$ cat src/verilog/t1ag_pkg.sv
package t1ag_pkg;
  // ---------------------------------------------------------------
  // register map (byte addresses on the AHB-Lite port)
  // ---------------------------------------------------------------
  localparam logic [11:0] T1AG_CTRL_OFS   = 12'h108;
  localparam logic [11:0] T1AG_MODE_OFS   = 12'h10c;
  localparam logic [11:0] T1AG_STAT_OFS   = 12'h110;
  localparam logic [7:0]  T1AG_CTRL_RST   = 8'h00;
  localparam logic [1:0]  T1AG_MODE_RST   = 2'h0;
  // ---------------------------------------------------------------
  // alarm_generation_control fields
  // ---------------------------------------------------------------
  localparam int          T1AG_YL_B0      = 4;
  localparam int          T1AG_YL_B1      = 5;
  localparam int          T1AG_AIS_LO     = 2;
  localparam int          T1AG_LOF_EN     = 6;
  localparam logic [1:0]  T1AG_AIS_UNFR   = 2'h1;
  localparam logic [1:0]  T1AG_AIS_FRMD   = 2'h2;
  localparam logic [1:0]  T1AG_YL_OFF     = 2'h0;
  localparam logic [1:0]  T1AG_YL_FR12    = 2'h2;
  localparam logic [1:0]  T1AG_YL_BIT2    = 2'h1;
  // ---------------------------------------------------------------
  // framing formats and frame geometry
  // ---------------------------------------------------------------
  typedef enum logic [1:0] {
    T1AG_SF  = 2'h0,
    T1AG_ESF = 2'h1,
    T1AG_NFM = 2'h2,
    T1AG_DMF = 2'h3
  } t1ag_fmt_e;
  localparam logic [4:0]  T1AG_FRAME_12   = 5'h0c;
  localparam logic [2:0]  T1AG_SECOND_MSB = 3'h1;
  localparam logic [4:0]  T1AG_DM_SLOT    = 5'h17;
  localparam logic [2:0]  T1AG_DM_YBIT    = 3'h5;
  localparam logic [3:0]  T1AG_PAT_LAST   = 4'hf;
  localparam logic [3:0]  T1AG_PAT_HALF   = 4'h8;
  localparam logic [7:0]  T1AG_PAT_RUN    = 8'hff;
endpackage

$ cat src/verilog/t1ag_top.sv
// The implementer's own choice: the AHB-Lite interface to the registers.
`timescale 1ns/1ps
module t1ag_top
  import t1ag_pkg::*;
(
  input  wire logic        CLK,
  input  wire logic        RST,
  input  wire logic        HSEL,
  input  wire logic [31:0] HADDR,
  input  wire logic [1:0]  HTRANS,
  input  wire logic        HWRITE,
  input  wire logic [2:0]  HSIZE,
  input  wire logic [31:0] HWDATA,
  input  wire logic        HREADY,
  output logic             HREADYOUT,
  output logic             HRESP,
  output logic [31:0]      HRDATA,
  input  wire logic        TX_BIT_EN,
  input  wire logic        TX_DATA_IN,
  input  wire logic        TX_FBIT,
  input  wire logic        TX_DL_BIT,
  input  wire logic        TX_FRAME_START,
  input  wire logic [4:0]  TX_FRAME_NUM,
  input  wire logic [4:0]  TX_SLOT,
  input  wire logic [2:0]  TX_BIT_POS,
  input  wire logic        RX_LOF,
  output logic             TX_DATA_OUT,
  output logic             TX_DATA_VALID,
  output logic             RED_ALARM,
  output logic             RX_FRAME_LOSS_IRQ
);

  // ---------------------------------------------------------------
  // ahb-lite slave
  // ---------------------------------------------------------------
  logic [7:0]  ctrl_ff,   nxt_ctrl;
  t1ag_fmt_e   mode_ff,   nxt_mode;
  logic        wpend_ff,  nxt_wpend;
  logic [11:0] waddr_ff,  nxt_waddr;
  logic [31:0] rdata_ff,  nxt_rdata;
  logic [7:0]  pcnt_ff,   nxt_pcnt;
  logic        lof_ff,    nxt_lof;

  typedef enum logic {T1AG_IDLE = 1'b0, T1AG_SEND = 1'b1} t1ag_yst_e;
  t1ag_yst_e   yst_ff,    nxt_yst;

  logic        take;

  function automatic logic [31:0] reg_read(input logic [11:0] a, input logic [7:0] c,
                                           input t1ag_fmt_e m, input logic [10:0] st);
    logic [31:0] v;
    v = 32'h0;
    if (a == T1AG_CTRL_OFS) v = {24'h0, c};
    else if (a == T1AG_MODE_OFS) v = {30'h0, m};
    else if (a == T1AG_STAT_OFS) v = {21'h0, st};
    return v;
  endfunction

  assign take = HSEL & HTRANS[1] & HREADY;

  always_comb begin
    logic [7:0] cur_ctrl;
    cur_ctrl  = ctrl_ff;
    nxt_ctrl  = ctrl_ff;
    nxt_mode  = mode_ff;
    nxt_wpend = take & HWRITE;
    nxt_waddr = take ? {HADDR[11:2], 2'b00} : waddr_ff;
    nxt_rdata = rdata_ff;
    if (wpend_ff && waddr_ff == T1AG_CTRL_OFS) begin
      nxt_ctrl = HWDATA[7:0];
    end
    if (wpend_ff && waddr_ff == T1AG_MODE_OFS) begin
      nxt_mode = t1ag_fmt_e'(HWDATA[1:0]);
    end
    // forward a write still in its data phase so a back-to-back read sees it
    cur_ctrl = nxt_ctrl;
    if (take && !HWRITE) begin
      nxt_rdata = reg_read({HADDR[11:2], 2'b00}, cur_ctrl, nxt_mode,
                           {pcnt_ff, yst_ff == T1AG_SEND, RED_ALARM, lof_ff});
    end
  end

  always_ff @(posedge CLK) begin
    if (RST) begin
      ctrl_ff   <= T1AG_CTRL_RST;
      mode_ff   <= t1ag_fmt_e'(T1AG_MODE_RST);
      wpend_ff  <= 1'b0;
      waddr_ff  <= 12'h000;
      rdata_ff  <= 32'h0;
      HREADYOUT <= 1'b0;
      HRESP     <= 1'b0;
    end else begin
      ctrl_ff   <= nxt_ctrl;
      mode_ff   <= nxt_mode;
      wpend_ff  <= nxt_wpend;
      waddr_ff  <= nxt_waddr;
      rdata_ff  <= nxt_rdata;
      HREADYOUT <= 1'b1;
      HRESP     <= 1'b0;
    end
  end
  assign HRDATA = rdata_ff;

  // ---------------------------------------------------------------
  // frame loss, red alarm, interrupt
  // ---------------------------------------------------------------
  logic red_nxt, irq_nxt;
  always_comb begin
    nxt_lof = RX_LOF;
    red_nxt = ctrl_ff[T1AG_LOF_EN] & RX_LOF;
    irq_nxt = RX_LOF & ~lof_ff;
  end
  always_ff @(posedge CLK) begin
    if (RST) begin
      lof_ff            <= 1'b0;
      RED_ALARM         <= 1'b0;
      RX_FRAME_LOSS_IRQ <= 1'b0;
    end else begin
      lof_ff            <= nxt_lof;
      RED_ALARM         <= red_nxt;
      RX_FRAME_LOSS_IRQ <= irq_nxt;
    end
  end

  // ---------------------------------------------------------------
  // esf data-link yellow sequencer
  // ---------------------------------------------------------------
  logic       b0q_ff, nxt_b0q;
  logic [3:0] bcnt_ff, nxt_bcnt;
  logic       esf, timed, b0_rise, hold, pat_end;
  always_comb begin
    esf     = (mode_ff == T1AG_ESF);
    timed   = ctrl_ff[T1AG_YL_B0];
    b0_rise = timed & ~b0q_ff;
    // send while held high or in red alarm
    hold    = (timed & ctrl_ff[T1AG_YL_B1]) | (timed & ~ctrl_ff[T1AG_YL_B1]) |
              (~timed & ctrl_ff[T1AG_YL_B1]) | RED_ALARM;
    pat_end = TX_BIT_EN & TX_DL_BIT & (bcnt_ff == T1AG_PAT_LAST);
    nxt_b0q  = timed;
    nxt_yst  = yst_ff;
    nxt_pcnt = pcnt_ff;
    nxt_bcnt = bcnt_ff;
    if (!esf) begin
      nxt_yst  = T1AG_IDLE;
      nxt_pcnt = 8'h00;
      nxt_bcnt = 4'h0;
    end else if (yst_ff == T1AG_IDLE) begin
      nxt_bcnt = 4'h0;
      if (b0_rise || hold) begin
        nxt_yst = T1AG_SEND;
      end
      if (b0_rise) begin
        nxt_pcnt = T1AG_PAT_RUN;
      end
    end else begin
      if (TX_BIT_EN && TX_DL_BIT) begin
        nxt_bcnt = bcnt_ff + 4'h1;
      end
      if (pat_end) begin
        nxt_pcnt = (pcnt_ff > 8'h01) ? pcnt_ff - 8'h01 : 8'h00;
        // stop only on a whole pattern once nothing holds it
        if (pcnt_ff <= 8'h01 && !hold) begin
          nxt_yst = T1AG_IDLE;
        end
      end
      if (b0_rise) begin
        nxt_pcnt = T1AG_PAT_RUN;
        nxt_yst  = T1AG_SEND;
      end
    end
  end
  always_ff @(posedge CLK) begin
    if (RST) begin
      b0q_ff  <= 1'b0;
      yst_ff  <= T1AG_IDLE;
      pcnt_ff <= 8'h00;
      bcnt_ff <= 4'h0;
    end else begin
      b0q_ff  <= nxt_b0q;
      yst_ff  <= nxt_yst;
      pcnt_ff <= nxt_pcnt;
      bcnt_ff <= nxt_bcnt;
    end
  end

  // ---------------------------------------------------------------
  // transmit bit path
  // ---------------------------------------------------------------
  logic [1:0] ais_ff, nxt_ais, ysel_ff, nxt_ysel;
  logic [1:0] ycode;
  logic       out_nxt;
  always_comb begin
    nxt_ais  = ais_ff;
    nxt_ysel = ysel_ff;
    if (TX_BIT_EN && TX_FRAME_START) begin
      nxt_ais  = ctrl_ff[T1AG_AIS_LO +: 2];
      nxt_ysel = ctrl_ff[T1AG_YL_B0 +: 2];
    end
    // the frame-start bit already uses the new selects, so no frame is split
    // red alarm forces the bit-2 form when software selected none
    ycode   = (nxt_ysel == T1AG_YL_OFF && RED_ALARM) ? T1AG_YL_BIT2 : nxt_ysel;
    out_nxt = TX_DATA_IN;
    if (ycode != T1AG_YL_OFF) begin
      unique case (mode_ff)
        T1AG_SF: begin
          if (ycode == T1AG_YL_FR12) begin
            if (TX_FBIT && TX_FRAME_NUM == T1AG_FRAME_12) out_nxt = 1'b1;
          end else if (!TX_FBIT && TX_BIT_POS == T1AG_SECOND_MSB) begin
            out_nxt = 1'b0;
          end
        end
        T1AG_NFM: if (!TX_FBIT && TX_BIT_POS == T1AG_SECOND_MSB) out_nxt = 1'b0;
        T1AG_DMF: if (!TX_FBIT && TX_SLOT == T1AG_DM_SLOT && TX_BIT_POS == T1AG_DM_YBIT) out_nxt = 1'b0;
        T1AG_ESF: out_nxt = TX_DATA_IN;
      endcase
    end
    if (esf && yst_ff == T1AG_SEND && TX_DL_BIT) begin
      out_nxt = (bcnt_ff < T1AG_PAT_HALF);
    end
    // ais overrides yellow, framed keeps fbits untouched
    if (nxt_ais == T1AG_AIS_UNFR) begin
      out_nxt = 1'b1;
    end else if (nxt_ais == T1AG_AIS_FRMD) begin
      out_nxt = TX_FBIT ? TX_DATA_IN : 1'b1;
    end
  end
  always_ff @(posedge CLK) begin
    if (RST) begin
      ais_ff        <= 2'h0;
      ysel_ff       <= 2'h0;
      TX_DATA_OUT   <= 1'b0;
      TX_DATA_VALID <= 1'b0;
    end else begin
      ais_ff        <= nxt_ais;
      ysel_ff       <= nxt_ysel;
      TX_DATA_VALID <= TX_BIT_EN;
      if (TX_BIT_EN) begin
        TX_DATA_OUT <= out_nxt;
      end
    end
  end
endmodule

$ cat config.mk
export PLATFORM = sky130hd
export DESIGN_NAME = t1ag_top
export DESIGN_NICKNAME = d
export VERILOG_FILES = /design/src/verilog/t1ag_pkg.sv /design/src/verilog/t1ag_top.sv
export SDC_FILE = /design/constraint.sdc
export NUM_CORES = 1
export LEC_CHECK = 0
export BUFFER_PORTS_ARGS = -buffer_cell sky130_fd_sc_hd__buf_2
export CAP_MARGIN = 20
export CORE_ASPECT_RATIO = 1.25
export CORE_UTILIZATION = 35
export CTS_BUF_LIST = sky130_fd_sc_hd__clkbuf_4 sky130_fd_sc_hd__clkbuf_8
export DETAILED_ROUTE_END_ITERATION = 8
export PLACE_DENSITY = 0.67
export SYNTH_ARGS = -nofsm -noshare
export SYNTH_HDL_FRONTEND = slang
export SYNTH_SLANG_ARGS = --single-unit
$ cat constraint.sdc
create_clock -name CLK -period 1.8 [get_ports CLK]
set_input_delay 0.09 -clock CLK [delete_from_list [all_inputs] [get_ports CLK]]
set_output_delay 0.09 -clock CLK [all_outputs]
set_load 0.01 [all_outputs]
== After elaboration in Yosys (flattened, before gate mapping) ==
Cells that the tools add are included.

* Memory bits (writable): 0
* Latch bits: 0
* Output and inout port bits: 38
* Bits of input ports: 93
* Memories: 0
* Memory bits (read-only): 0
* Register bits: 77

* Multiply operators: 0
* Add/subtract/negate cells: 2
* Div/mod/pow operators: 0
* Reduce and logical (&&, ||, !) cells: 25
* Bitwise gates (word level): 20
* Shifts and indexed selects: 0
* Order comparisons: 3
* Muxes and demuxes: 29
* Equality and inequality tests: 16

{| class="wikitable"
|+ Operator list
! cell !! count
|-
| equality test 10 x 7 -> 1 bit (second input constant) || 5
|-
| 2-to-1 mux 8 bit || 6
|-
| 2-to-1 mux 11 bit || 3
|-
| 2-to-1 mux 1 bit || 15
|-
| logical AND 1 bit || 13
|-
| AND 1 bit || 11
|-
| equality test 2 bit (second input constant) || 4
|-
| greater-than comparator 8 x 1 -> 1 bit (second input constant) || 1
|-
| <= comparator 8 x 1 -> 1 bit (second input constant) || 1
|-
| 2-to-1 mux 2 bit || 4
|-
| subtractor 8 x 1 -> 8 bit (second input constant) || 1
|-
| inverter 1 bit || 6
|-
| nonzero test 2 bit || 3
|-
| equality test 5 x 4 -> 1 bit (second input constant) || 1
|-
| equality test 5 bit (second input constant) || 1
|-
| adder 4 x 1 -> 4 bit (second input constant) || 1
|-
| equality test 2 x 1 -> 1 bit (second input constant) || 2
|-
| equality test 4 bit (second input constant) || 1
|-
| zero test 2 bit || 2
|-
| less-than comparator 4 bit (second input constant) || 1
|-
| case mux 1 bit (4 select lines) || 1
|-
| equality test 3 x 1 -> 1 bit (second input constant) || 1
|-
| equality test 3 bit (second input constant) || 1
|-
| zero test 1 bit || 3
|-
| other kinds (5) || 7
|}

== Logic depth before layout (Yosys ltp) ==
Gate-level depths: netlist (run 1).

* Word-level depth: 12
* Depth in mapped cells: 7
* Gate-level depth less buffers: 7

== Worst setup path before layout (run 1) ==
No wires, ideal clock.

* Path kind: register -> register
* From: reg waddr_ff[7]
* To: reg rdata_ff[0] (netlist: HRDATA[0])
* Arrival: 1.884 ns
* Stages on the path, launching flop included: 6
* Slack: -0.202 ns
* Buffers on the path: 0
* Required time: 1.683 ns
* Period minus slack after synthesis: 2.002 ns
* Cells stage by stage: dfxtp_1 -> or4b_4 -> nor4_4 -> mux2i_1 -> nand2_1 -> a32o_1

* Longest elaborated chain between the ends: 5

{| class="wikitable"
|+ RTL lines
! what !! RTL line !! text
|-
| start, declared || t1ag_top.sv:39 || <nowiki>logic [11:0] waddr_ff, nxt_waddr;</nowiki>
|-
| start signal, assigned || t1ag_top.sv:96 || <nowiki>waddr_ff <= nxt_waddr;</nowiki>
|-
| equality test 10 x 7 -> 1 bit || t1ag_top.sv:72 || <nowiki>if (wpend_ff && waddr_ff == T1AG_MODE_OFS) begin</nowiki>
|-
| logical AND 1 bit || t1ag_top.sv:72 ||
|-
| 2-to-1 mux 2 bit || t1ag_top.sv:72 ||
|-
| 2-to-1 mux 11 bit || t1ag_top.sv:54 || <nowiki>else if (a == T1AG_MODE_OFS) v = {30'h0, m};</nowiki>
|-
| 2-to-1 mux 11 bit (*) || t1ag_top.sv:53 || <nowiki>if (a == T1AG_CTRL_OFS) v = {24'h0, c};</nowiki>
|-
| end signal, assigned || t1ag_top.sv:97 || <nowiki>rdata_ff <= nxt_rdata;</nowiki>
|-
| end, declared || t1ag_top.sv:40 || <nowiki>logic [31:0] rdata_ff, nxt_rdata;</nowiki>
|}

Every way passes the cells marked *; elsewhere a longest branch is shown, timed or not.
A chain may end at the register's enable or synchronous reset.

== Worst setup path after layout (run 1) ==
* From: reg waddr_ff[7]
* To: reg ctrl_ff[5]

* Longest elaborated chain between the ends: 3

{| class="wikitable"
|+ RTL lines
! what !! RTL line !! text
|-
| equality test 10 x 7 -> 1 bit || t1ag_top.sv:69 || <nowiki>if (wpend_ff && waddr_ff == T1AG_CTRL_OFS) begin</nowiki>
|-
| logical AND 1 bit || t1ag_top.sv:69 ||
|-
| 2-to-1 mux 8 bit || t1ag_top.sv:69 ||
|-
| end signal, assigned || t1ag_top.sv:93 || <nowiki>ctrl_ff <= nxt_ctrl;</nowiki>
|-
| end, declared || t1ag_top.sv:36 || <nowiki>logic [7:0] ctrl_ff, nxt_ctrl;</nowiki>
|}

No other way between the ends.

==> impl_summary.log, run 1 <==
INFO  metric final_core_util = 0.4582
INFO  metric initial_core_util = 0.3657
INFO  metric setup.reg_to_reg.worst_slack = -200 ps
INFO  metric synthFlopType = sky130_fd_sc_hd__dfxtp_1
INFO  metric cts_tree = yes
INFO  metric first_drt_iteration_drcs = 151
INFO  metric report.final.setup_viol = 16
INFO  metric yosysWarnings = 0
INFO  metric grt_setup_unrepaired = yes
INFO  metric setup_slack = -196.0 ps
INFO  metric floorplan.die_area = 7728 sq um
INFO  metric ctsLongestPathBuffers = 2
INFO  metric dr_total_vias = 2286
INFO  metric yosys.area_share.xor_xnor = 0.01017
INFO  metric synth_seq_area_share = 0.4341
INFO  metric internal_power = 1734 uW
INFO  metric routabilityCongestion = 0.8869
INFO  metric via_count_of_the_first_global_routing_pass = 2156
INFO  metric crit_path_category = reg2reg
INFO  metric detailedPlacementHpwl = 4.563 mm
INFO  metric p_seq_frac = 0.557
INFO  metric report.power.total = 2263 uW
INFO  metric critical_path.reg2reg.endpoint = ctrl_ff[5]
INFO  metric share_of_post_route_cells_with_drive_strength_above_1 = 0.3108
INFO  metric critPathArrivalTime = 2210 ps
INFO  metric path_clk_slew = 100 ps
INFO  metric r2r.worst_path.cells = 5
INFO  metric timing_hold_violations_final = 0
INFO  metric clock_tree.htree_level_count = 2
INFO  metric swShare = 0.2339
INFO  metric synth-seq-cells = 56
INFO  metric gr_ovfl_total = 0
INFO  metric worst_clock_skew = 8.194 ps
INFO  metric power.ir.vdd_worst = 0.3210 mV
INFO  metric detail-route-antenna-nets = 0
INFO  metric fin_nets = 465
INFO  metric startpoint = waddr_ff[7]
INFO  metric per_cell_via_count_in_the_routed_design = 4.970
INFO  metric syn-cell-area = 2582 sq um
INFO  metric postSynth.asyncResetShare = 0
INFO  metric routed_wire_length_per_instance = 13.39 microns
INFO  metric synthSimpleGateAreaFrac = 0.2568
INFO  metric netlist-cell-type-count = 48
INFO  metric io_buffer_count = 58
INFO  metric synth-compound-area-share = 0.1386
INFO  metric stdcell_area = 3236 sq um
INFO  metric maximum_number_of_pins_on_one_net_before_global_route_repair = 18
INFO  metric clock_power_share = 0.369
INFO  metric postPlaceCellArea = 3020 sq um
INFO  metric synth_top_family_by_area = simple AND/OR/NAND/NOR gates
INFO  metric worst_reg2reg_path_startpoint = waddr_ff[7]
INFO  metric power_leakage = 0.001317 uW
INFO  metric synth_adder_area_share = 0.01453
INFO  metric post-route-min-period = 1996 ps
INFO  metric tritoncts.num_buffers = 5
INFO  metric grt_pass1_wl = 9.901 mm
INFO  metric gate_count_post_synth = 292
INFO  metric p_switching = 529.3 uW
INFO  metric synthTopCellsByCount = sky130_fd_sc_hd__dfxtp_1 (56), sky130_fd_sc_hd__nand2_1 (35), sky130_fd_sc_hd__a21oi_1 (29), sky130_fd_sc_hd__buf_4 (22), sky130_fd_sc_hd__nor2_1 (20)
INFO  metric initial_antenna_violation_count = 0
INFO  metric io_pins = 131
INFO  metric hold_path.class = in2reg
INFO  metric final-max-slew-violation-count = 0
INFO  metric grt_overall_usage = 0.1624
INFO  metric area.growth.synth_to_final = 25.29%
INFO  metric synth_edf_count = 0
INFO  metric post-synth-top-area-fraction = 0.4341
INFO  metric power_density = 699.4 nW/um^2
INFO  metric critPathLaunchType = register
INFO  metric num_rows = 34
INFO  metric synthesis.area_per_instance = 8.844 sq um
INFO  metric clkSinkCount = 56
INFO  metric synthMuxAreaShare = 0.06105
INFO  metric yosysMostFrequentCell = sky130_fd_sc_hd__dfxtp_1
INFO  metric die-height = 98.04 microns
INFO  metric max_cap_violations = 0
INFO  metric drtPass1Iterations = 4
INFO  metric critPathCapture = ctrl_ff[5]
INFO  metric clock_latency_of_the_later_clocked_register_in_the_worst_skew_pair = 310 ps
INFO  metric violations_in_the_final_reports = setup timing
INFO  metric insertedDiodeCount = 0
INFO  metric final_critical_path_share_of_the_clock_period = 1.109
INFO  metric drc = 0
INFO  metric route.final.wire_length = 6.159 mm
INFO  metric synthDominantAreaCellType = sky130_fd_sc_hd__dfxtp_1
INFO  metric status = finished, violations left
INFO  metric die_width = 78.83 microns
INFO  metric max_clock_freq = 501.0 MHz
INFO  metric root_buffer_cell = sky130_fd_sc_hd__clkbuf_8
INFO  metric fillCellCount = 708
INFO  metric worst_setup_path_end_kind = register
INFO  metric timing.critical_path.fanout_max = 5
INFO  metric design.core.area = 7062 sq um
INFO  metric p_comb_frac = 0.074
INFO  metric cp.required = 2010 ps
INFO  metric ys_top_cells_by_area = sky130_fd_sc_hd__dfxtp_1 (43%), sky130_fd_sc_hd__buf_4 (6.4%), sky130_fd_sc_hd__a21oi_1 (5.6%)
[how the worst min path moves through the flow]
stage                  end  depth (start not counted)      from  slack (ps)
2_1_floorplan       lof_ff                          1       RST         180
3_3_place_gp      wpend_ff                          2    HWRITE         340
3_5_place_dp      wpend_ff                          2    HWRITE         340
4_1_cts           wpend_ff                          2    HWRITE          10
5_1_grt        waddr_ff[5]                          3  HADDR[5]          20
6_report       waddr_ff[5]                          3  HADDR[5]          20
[sequential cells by signal, indices dropped and copies added, names as in the netlist]
| signal | flops |
|---|---|
| bcnt_ff | 4 |
| yst_ff | 1 |
| lof_ff | 1 |
| ctrl_ff | 8 |
| HREADYOUT | 1 |
| mode_ff | 2 |
| waddr_ff | 10 |
| ais_ff | 2 |
| RX_FRAME_LOSS_IRQ | 1 |
| TX_DATA_OUT | 1 |
| pcnt_ff | 8 |
| b0q_ff | 1 |
| HRDATA | 11 |
| RED_ALARM | 1 |
| wpend_ff | 1 |
| TX_DATA_VALID | 1 |
| ysel_ff | 2 |
[cells by family after synthesis]
family	count (synthesis)
and+or+nand+nor	120
other	1
adders and majority gates	3
AOI/OAI and AO/OA	59
buffers and inverters	35
xor gates and xnor gates	3
DFF	56
muxes	15
[power groups by stage]
| stage | registers (uW) | clock network (uW) | logic, uW |
|---|---|---|---|
| CTS | 1260 | 847 | 163 |
| global placement | 1290 | 0 | 159 |
| global route | 1260 | 908 | 187 |
| floorplan | 1290 | 0 | 115 |
| detailed placement | 1290 | 0 | 161 |
| finish | 1260 | 835 | 168 |
[cells in the final DEF (no fill, tap or decap), drive strengths merged, types with 6 or more instances in the layout]
cell / count
o21ai: 6
nand2b: 8
mux2i: 9
and2: 9
nand2: 35
nand3: 6
nor4: 6
nor2: 20
a21oi: 29
conb: 22
mux2: 6
buf: 79
nor3: 8
a22oi: 10
dfxtp: 56
[critical path: stages, from the launching register on]
cell                      delay [ps]
sky130_fd_sc_hd__dfxtp_1         330
sky130_fd_sc_hd__or4b_4          560
sky130_fd_sc_hd__nor4_4          270
sky130_fd_sc_hd__buf_4           200
sky130_fd_sc_hd__mux2_2          340
sky130_fd_sc_hd__and2_2          190
[layout make-up]
cell class | count | area, sq um | share of cell area
Sequential cell | 56 | 1124 | 0.3473
Timing Repair Buffer | 79 | 451.7 | 0.1396
Multi-Input combinational cell | 222 | 1418 | 0.4381
Clock buffer | 5 | 68.82 | 0.02127
Clock inverter | 3 | 42.54 | 0.01315
Inverter | 5 | 18.77 | 0.005800
Tap cell | 90 | 112.6 | 0.03480
[per-stage QoR]
step	setup WS (ps)	cells	TNS [ps]	hold slack, ps
2_1_floorplan	-191.6	313	-1804	176.3
3_3_place_gp	-151.0	450	-960.4	335.2
3_5_place_dp	-164.7	450	-1495	343.7
4_1_cts	-189.3	460	-1989	13.72
5_1_grt	-246.1	460	-3003	16.50
6_report	-196.0	460	-2186	16.10
[routing by layer]
layer  up-vias  wire [microns]  global-route usage
li1       1140               -                   -
met5         -               0                   0
met4         0             171             0.07972
met3        16             207             0.03178
met2        66            3155              0.2843
met1      1064            2625              0.1860
[repair_timing]
action,4_1_cts,5_1_grt
hold buffers,0,0
buffers inserted,3,0
resized for setup,7,13
endpoints found under the setup margin,16,20
pin swaps,3,4
No activity file was read; power rests on OpenSTA's default activity.
==> inputs of run 2 (changes only) <==
--- a/config.mk
+++ b/config.mk
@@ -11,7 +11,6 @@
 export CORE_UTILIZATION = 35
 export CTS_BUF_LIST = sky130_fd_sc_hd__clkbuf_4 sky130_fd_sc_hd__clkbuf_8
 export DETAILED_ROUTE_END_ITERATION = 8
-export PLACE_DENSITY = 0.67
 export SYNTH_ARGS = -nofsm -noshare
 export SYNTH_HDL_FRONTEND = slang
 export SYNTH_SLANG_ARGS = --single-unit
==> constraint.sdc (replaced) <==
create_clock -name CLK -period 2.4 [get_ports CLK]
set_input_delay 0.12 -clock CLK [delete_from_list [all_inputs] [get_ports CLK]]
set_output_delay 0.12 -clock CLK [all_outputs]
set_load 0.01 [all_outputs]
==> impl_summary.log, run 2 (same netlist as run 1, synthesis figures left out) <==
INFO  metric status = complete, no violations (was finished, violations left)
INFO  metric fin_nets = 452 (was 465)
INFO  metric die-height = 98.04 microns (unchanged)
INFO  metric io_buffer_count = 58 (unchanged)
INFO  metric power_leakage = 0.001224 uW (was 0.001317 uW)
INFO  metric largest_reg_flops = 11 (unchanged)
INFO  metric p_switching = 391.5 uW (was 529.3 uW)
INFO  metric cp_slowest_cell = sky130_fd_sc_hd__or4b_4 (unchanged)
INFO  metric p_comb_frac = 0.069 (was 0.074)
INFO  metric die_width = 78.83 microns (unchanged)
INFO  metric clock_latency_of_the_later_clocked_register_in_the_worst_skew_pair = 320 ps (was 310 ps)
INFO  metric final-max-slew-violation-count = 0 (unchanged)
INFO  metric num_rows = 34 (unchanged)
INFO  metric grt_overall_usage = 0.1555 (was 0.1624)
INFO  metric cts_hold_repair.buffers = 0 (unchanged)
INFO  metric first_drt_iteration_drcs = 115 (was 151)
INFO  metric cts_resized = 0 (was 7)
INFO  metric power.ir.vdd_worst = 0.2353 mV (was 0.3210 mV)
INFO  metric design.core.area = 7062 sq um (unchanged)
INFO  metric max_cap_violations = 0 (unchanged)
INFO  metric final_critical_path_share_of_the_clock_period = 0.8506 (was 1.109)
INFO  metric timing.critical_path.cells = or4b_4 > nor4_4 > buf_4 > mux2i_1 > nand2_1 > a32o_1 (was or4b_4 > nor4_4 > buf_4 > mux2_2 > and2_2)
INFO  metric report.final.setup_viol = 0 (was 16)
INFO  metric dr_total_vias = 2212 (was 2286)
INFO  metric clock_power_share = 0.378 (was 0.369)
INFO  metric crit_path_category = reg2reg (unchanged)
INFO  metric internal_power = 1314 uW (was 1734 uW)
INFO  metric report.power.total = 1706 uW (was 2263 uW)
INFO  metric via_count_of_the_first_global_routing_pass = 2140 (was 2156)
INFO  metric floorplan.die_area = 7728 sq um (unchanged)
INFO  metric root_buffer_cell = sky130_fd_sc_hd__clkbuf_8 (unchanged)
INFO  metric io_pins = 131 (unchanged)
INFO  metric setup_slack = 358.5 ps (was -196.0 ps)
INFO  metric path_clk_slew = 110 ps (was 100 ps)
INFO  metric cp.required = 2620 ps (was 2010 ps)
INFO  metric worst_setup_path_end_kind = register (unchanged)
INFO  metric initial_core_util = 0.3657 (unchanged)
INFO  metric area.growth.synth_to_final = 17.83% (was 25.29%)
INFO  metric per_cell_via_count_in_the_routed_design = 4.949 (was 4.970)
INFO  metric clkSinkCount = 56 (unchanged)
INFO  metric grt_pass1_wl = 9.646 mm (was 9.901 mm)
INFO  metric post-cts-setup-buffer-count = 0 (was 3)
INFO  metric swShare = 0.2295 (was 0.2339)
INFO  metric fillCellCount = 728 (was 708)
INFO  metric detail-route-antenna-nets = 0 (unchanged)
INFO  metric preCtsSetupSlack = 375.6 ps (was -164.7 ps)
INFO  metric power_density = 560.5 nW/um^2 (was 699.4 nW/um^2)
INFO  metric tritoncts.num_buffers = 5 (unchanged)
INFO  metric initial_antenna_violation_count = 0 (unchanged)
INFO  metric gr_ovfl_total = 0 (unchanged)
INFO  metric cts_tree = yes (unchanged)
INFO  metric routed_wire_length_per_instance = 12.92 microns (was 13.39 microns)
INFO  metric drtPass1Iterations = 4 (unchanged)
INFO  metric insertedDiodeCount = 0 (unchanged)
INFO  metric timing.critical_path.fanout_max = 8 (was 5)
INFO  metric final_common_cell = sky130_fd_sc_hd__buf_2 (unchanged)
INFO  metric worst_path_largest_cell_delay = 560 ps (about the same)
INFO  metric timing_hold_violations_final = 0 (unchanged)
INFO  metric route.final.wire_length = 5.775 mm (was 6.159 mm)
INFO  metric setup-tns-final = 0 ps (was -2186 ps)
INFO  metric critPathArrivalTime = 2260 ps (was 2210 ps)
INFO  metric ctsLongestPathBuffers = 2 (unchanged)
INFO  metric drc = 0 (unchanged)
INFO  metric p_seq_frac = 0.554 (was 0.557)
INFO  metric hold_path.class = in2reg (unchanged)
INFO  metric post-route-min-period = 2042 ps (was 1996 ps)
INFO  metric critPathLaunchType = register (unchanged)
INFO  metric detailedPlacementHpwl = 4.362 mm (was 4.563 mm)
INFO  metric routabilityCongestion = 0.7782 (was 0.8869)
INFO  metric final_cell_mix = sky130_fd_sc_hd__buf_2 (58), sky130_fd_sc_hd__dfxtp_1 (56), sky130_fd_sc_hd__nand2_1 (35) (was sky130_fd_sc_hd__buf_2 (58), sky130_fd_sc_hd__dfxtp_1 (54), sky130_fd_sc_hd__nand2_1 (34))
INFO  metric grt_setup_unrepaired = no (was yes)
INFO  metric max_clock_freq = 489.8 MHz (was 501.0 MHz)
INFO  metric maximum_number_of_pins_on_one_net_before_global_route_repair = 33 (was 18)
INFO  metric worst_clock_skew = 10.51 ps (was 8.194 ps)
INFO  metric share_of_post_route_cells_with_drive_strength_above_1 = 0.2493 (was 0.3108)
INFO  metric clock_tree.htree_level_count = 2 (unchanged)
-- run 2: cell count changes in the layout (fill, tap and decap cells not counted), sizes merged --
| cell | before | now |
|---|---|---|
| inv | 5 | 6 |
| clkbuf | 5 | 6 |
| clkinvlp | 1 | 0 |
| clkinv | 1 | 0 |
| buf | 79 | 66 |
-- run 2: cell type report --
type	instances	area, sq um	area share
Clock buffer	6	76.32	0.02508
Clock inverter	2	38.79	0.01275
Inverter	5	18.77	0.006168
Multi-Input combinational cell	222	1325	0.4354
Sequential cell	56	1121	0.3684
Tap cell	90	112.6	0.03701
Timing Repair Buffer	66	350.3	0.1151
-- run 2: critical path, delay by kind of cell (launching register included) --
kind	cells	cell delay [ps]
AO/OA/AOI/OAI	1	250
buffers and inverters	1	230
flip-flops	1	330
multiplexers	1	280
AND/OR/NAND/NOR	3	850
-- run 2: path summary, 6_finish.rpt --
check                                 start                end  slack (ps)  cells past startpoint
worst max-delay path            waddr_ff[7]          HRDATA[0]         360                      6
worst min-delay path                 HWRITE           wpend_ff          40                      2
worst max register to register  waddr_ff[7]          HRDATA[0]         360                      6
worst min register to register       lof_ff  RX_FRAME_LOSS_IRQ         440                      1
-- run 2: routing by layer --
metal  GRT usage  part of all wire
met5           0                 0
met4     0.07552             0.029
met3     0.02710             0.037
met2      0.2642              0.51
met1      0.1873              0.43
-- run 2: per-stage QoR --
step                utilization  instances  instance area [sq um]  hold slack [ps]
floorplan                     -        313                   2661            206.3
global placement         0.4146        439                   2928            366.4
detailed placement       0.4146        439                   2928            369.0
CTS                      0.4309        447                   3043            35.76
global route             0.4309        447                   3043            29.84
finish                   0.4309        447                   3043            42.85
-- run 2: power by group through the flow --
stage	Clock [uW]	Sequential, uW	Combinational, uW
finish	644	944	117
global route	699	946	131
CTS	661	944	118
detailed placement	0	966	118
global placement	0	966	116
floorplan	0	967	86.2
==> inputs of run 3 (changes only) <==
==> constraint.sdc (replaced) <==
create_clock -name CLK -period 2.31 [get_ports CLK]
set_input_delay 0.1155 -clock CLK [delete_from_list [all_inputs] [get_ports CLK]]
set_output_delay 0.1155 -clock CLK [all_outputs]
set_load 0.01 [all_outputs]
==> impl_summary.log, run 3 (same netlist as run 1, synthesis figures left out) <==
INFO  metric critPathLaunchType = register (unchanged)
INFO  metric die-height = 98.04 microns (unchanged)
INFO  metric root_buffer_cell = sky130_fd_sc_hd__clkbuf_8 (unchanged)
INFO  metric final.hold.worst_slack = 40.16 ps (was 42.85 ps)
INFO  metric multiInputGateArea = 1325 sq um (unchanged)
INFO  metric die_width = 78.83 microns (unchanged)
INFO  metric clkSinkCount = 56 (unchanged)
INFO  metric via_count_of_the_first_global_routing_pass = 2086 (was 2140)
INFO  metric detailedPlacementHpwl = 4.242 mm (was 4.362 mm)
INFO  metric final_cell_mix = sky130_fd_sc_hd__buf_2 (58), sky130_fd_sc_hd__dfxtp_1 (56), sky130_fd_sc_hd__nand2_1 (35) (unchanged)
INFO  metric per_cell_via_count_in_the_routed_design = 4.906 (was 4.949)
INFO  metric design.core.area = 7062 sq um (unchanged)
INFO  metric first_drt_iteration_drcs = 57 (was 115)
INFO  metric routabilityCongestion = 0.7887 (was 0.7782)
INFO  metric route.final.wire_length = 5.667 mm (was 5.775 mm)
INFO  metric fillCellCount = 736 (was 728)
INFO  metric final_core_util = 0.4277 (was 0.4309)
INFO  metric fin_nets = 452 (unchanged)
INFO  metric initial_antenna_violation_count = 0 (unchanged)
INFO  metric slew-limit-headroom = 0.6292
INFO  metric detail-route-antenna-nets = 0 (unchanged)
INFO  metric power.ir.vdd_worst = 0.3194 mV (was 0.2353 mV)
INFO  metric io_buffer_count = 58 (unchanged)
INFO  metric drtPass1Iterations = 4 (unchanged)
INFO  metric dr_total_vias = 2193 (was 2212)
INFO  metric tritoncts.num_buffers = 5 (unchanged)
INFO  metric floorplan.die_area = 7728 sq um (unchanged)
INFO  metric gr_ovfl_total = 0 (unchanged)
INFO  metric final_common_cell = sky130_fd_sc_hd__buf_2 (unchanged)
INFO  metric setup.reg_to_reg.worst_slack = 260 ps (was 360 ps)
INFO  metric largest_reg_flops = 11 (unchanged)
INFO  metric critPathCapture = HRDATA[0] (unchanged)
INFO  metric grt_overall_usage = 0.1526 (was 0.1555)
INFO  metric status = complete, no violations (unchanged)
INFO  metric cts_resized = 0 (unchanged)
INFO  metric io_pins = 131 (unchanged)
INFO  metric startpoint = waddr_ff[7] (unchanged)
INFO  metric insertedDiodeCount = 0 (unchanged)
INFO  metric clock_tree.htree_level_count = 2 (unchanged)
INFO  metric max_cap_violations = 0 (unchanged)
INFO  metric timing_hold_violations_final = 0 (unchanged)
INFO  metric final-max-slew-violation-count = 0 (unchanged)
INFO  metric post-cts-setup-buffer-count = 0 (unchanged)
INFO  metric critical_path.reg2reg.endpoint = HRDATA[0] (unchanged)
INFO  metric grt_setup_unrepaired = no (unchanged)
INFO  metric maximum_number_of_pins_on_one_net_before_global_route_repair = 33 (unchanged)
INFO  metric cts_tree = yes (unchanged)
INFO  metric power_leakage = 0.001206 uW (was 0.001224 uW)
INFO  metric power_density = 543.1 nW/um^2 (was 560.5 nW/um^2)
INFO  metric area.growth.synth_to_final = 16.96% (was 17.83%)
INFO  metric path_clk_slew = 100 ps (was 110 ps)
INFO  metric report.final.setup_viol = 0 (unchanged)
INFO  metric grt_pass1_wl = 9.315 mm (was 9.646 mm)
INFO  metric setup-tns-final = 0 ps (unchanged)
INFO  metric worst_setup_path_end_kind = register (unchanged)
INFO  metric worst_reg2reg_path_startpoint = waddr_ff[7] (unchanged)
INFO  metric post-route-min-period = 2054 ps (was 2042 ps)
INFO  metric cts_hold_repair.buffers = 0 (unchanged)
INFO  metric hold_path.class = in2reg (unchanged)
INFO  metric clock_latency_of_the_later_clocked_register_in_the_worst_skew_pair = 310 ps (was 320 ps)
INFO  metric tightestPinTransition = 556.2 ps
INFO  metric register_area = 1121 sq um (unchanged)
INFO  metric routed_wire_length_per_instance = 12.68 microns (was 12.92 microns)
INFO  metric max_clock_freq = 486.9 MHz (was 489.8 MHz)
INFO  metric worst_clock_skew = 6.500 ps (was 10.51 ps)
INFO  metric ctsLongestPathBuffers = 2 (unchanged)
INFO  metric num_rows = 34 (unchanged)
INFO  metric drc = 0 (unchanged)
INFO  metric final_critical_path_share_of_the_clock_period = 0.8891 (was 0.8506)
INFO  metric share_of_post_route_cells_with_drive_strength_above_1 = 0.2493 (unchanged)
INFO  metric critPathArrivalTime = 2270 ps (was 2260 ps)
INFO  metric initial_core_util = 0.3657 (unchanged)
INFO  metric crit_path_category = reg2reg (unchanged)
INFO  metric cp.required = 2530 ps (was 2620 ps)
INFO  metric r2r.worst_path.cells = 6 (unchanged)
INFO  metric timing.critical_path.fanout_max = 8 (unchanged)
-- run 3: cell types whose count changed in the layout (fill, tap and decap cells not counted) --
cell / before / now
sky130_fd_sc_hd__clkinvlp_4: 0 / 2
sky130_fd_sc_hd__bufinv_16: 1 / 0
sky130_fd_sc_hd__clkbuf_4: 1 / 0
sky130_fd_sc_hd__clkinv_4: 0 / 1
sky130_fd_sc_hd__inv_6: 1 / 0
-- run 3: metal layers --
layer,up-vias,GRT usage,wire [microns]
li1,1115,-,-
met3,16,0.03084,203
met4,0,0.08531,173
met2,53,0.2649,2819
met5,-,0,0
met1,1009,0.1718,2471
-- run 3: how the worst min path moves through the flow --
stage | start | end | slack [ps] | depth (start not counted)
finish | HWRITE | wpend_ff | 40 | 2
global route | HADDR[9] | waddr_ff[9] | 30 | 3
CTS | HWRITE | wpend_ff | 30 | 2
detailed placement | HWRITE | wpend_ff | 360 | 2
global placement | HWRITE | wpend_ff | 360 | 2
floorplan | RST | lof_ff | 200 | 1
-- run 3: report_power, final --
group	leakage [uW]	switching, uW	total [uW]	internal (uW)
combinational	0.000713	71.7	121	49.7
sequential	0.000453	4.95	981	976
clock	0.0000404	323	538	215
total	0.00121	400	1640	1240
-- run 3: layout make-up --
cell class | count | area share
Timing Repair Buffer | 66 | 0.1160
Inverter | 5 | 0.006214
Clock buffer | 5 | 0.02278
Tap cell | 90 | 0.03728
Sequential cell | 56 | 0.3712
Multi-Input combinational cell | 222 | 0.4387
Clock inverter | 3 | 0.007871
-- run 3: critical path: stages (launching register included) --
cell,delay (ps)
sky130_fd_sc_hd__dfxtp_1,330
sky130_fd_sc_hd__or4b_4,560
sky130_fd_sc_hd__nor4_4,210
sky130_fd_sc_hd__buf_4,230
sky130_fd_sc_hd__mux2i_1,270
sky130_fd_sc_hd__nand2_1,90
sky130_fd_sc_hd__a32o_1,260
-- run 3: through the flow --
stage,area (sq um),instances,total power [uW],worst slack (ps)
2_1_floorplan,2661,313,1094,308.3
3_3_place_gp,2928,439,1124,280.3
3_5_place_dp,2928,439,1125,270.5
4_1_cts,3020,447,1669,252.2
5_1_grt,3020,447,1720,179.3
6_report,3020,447,1640,256.2
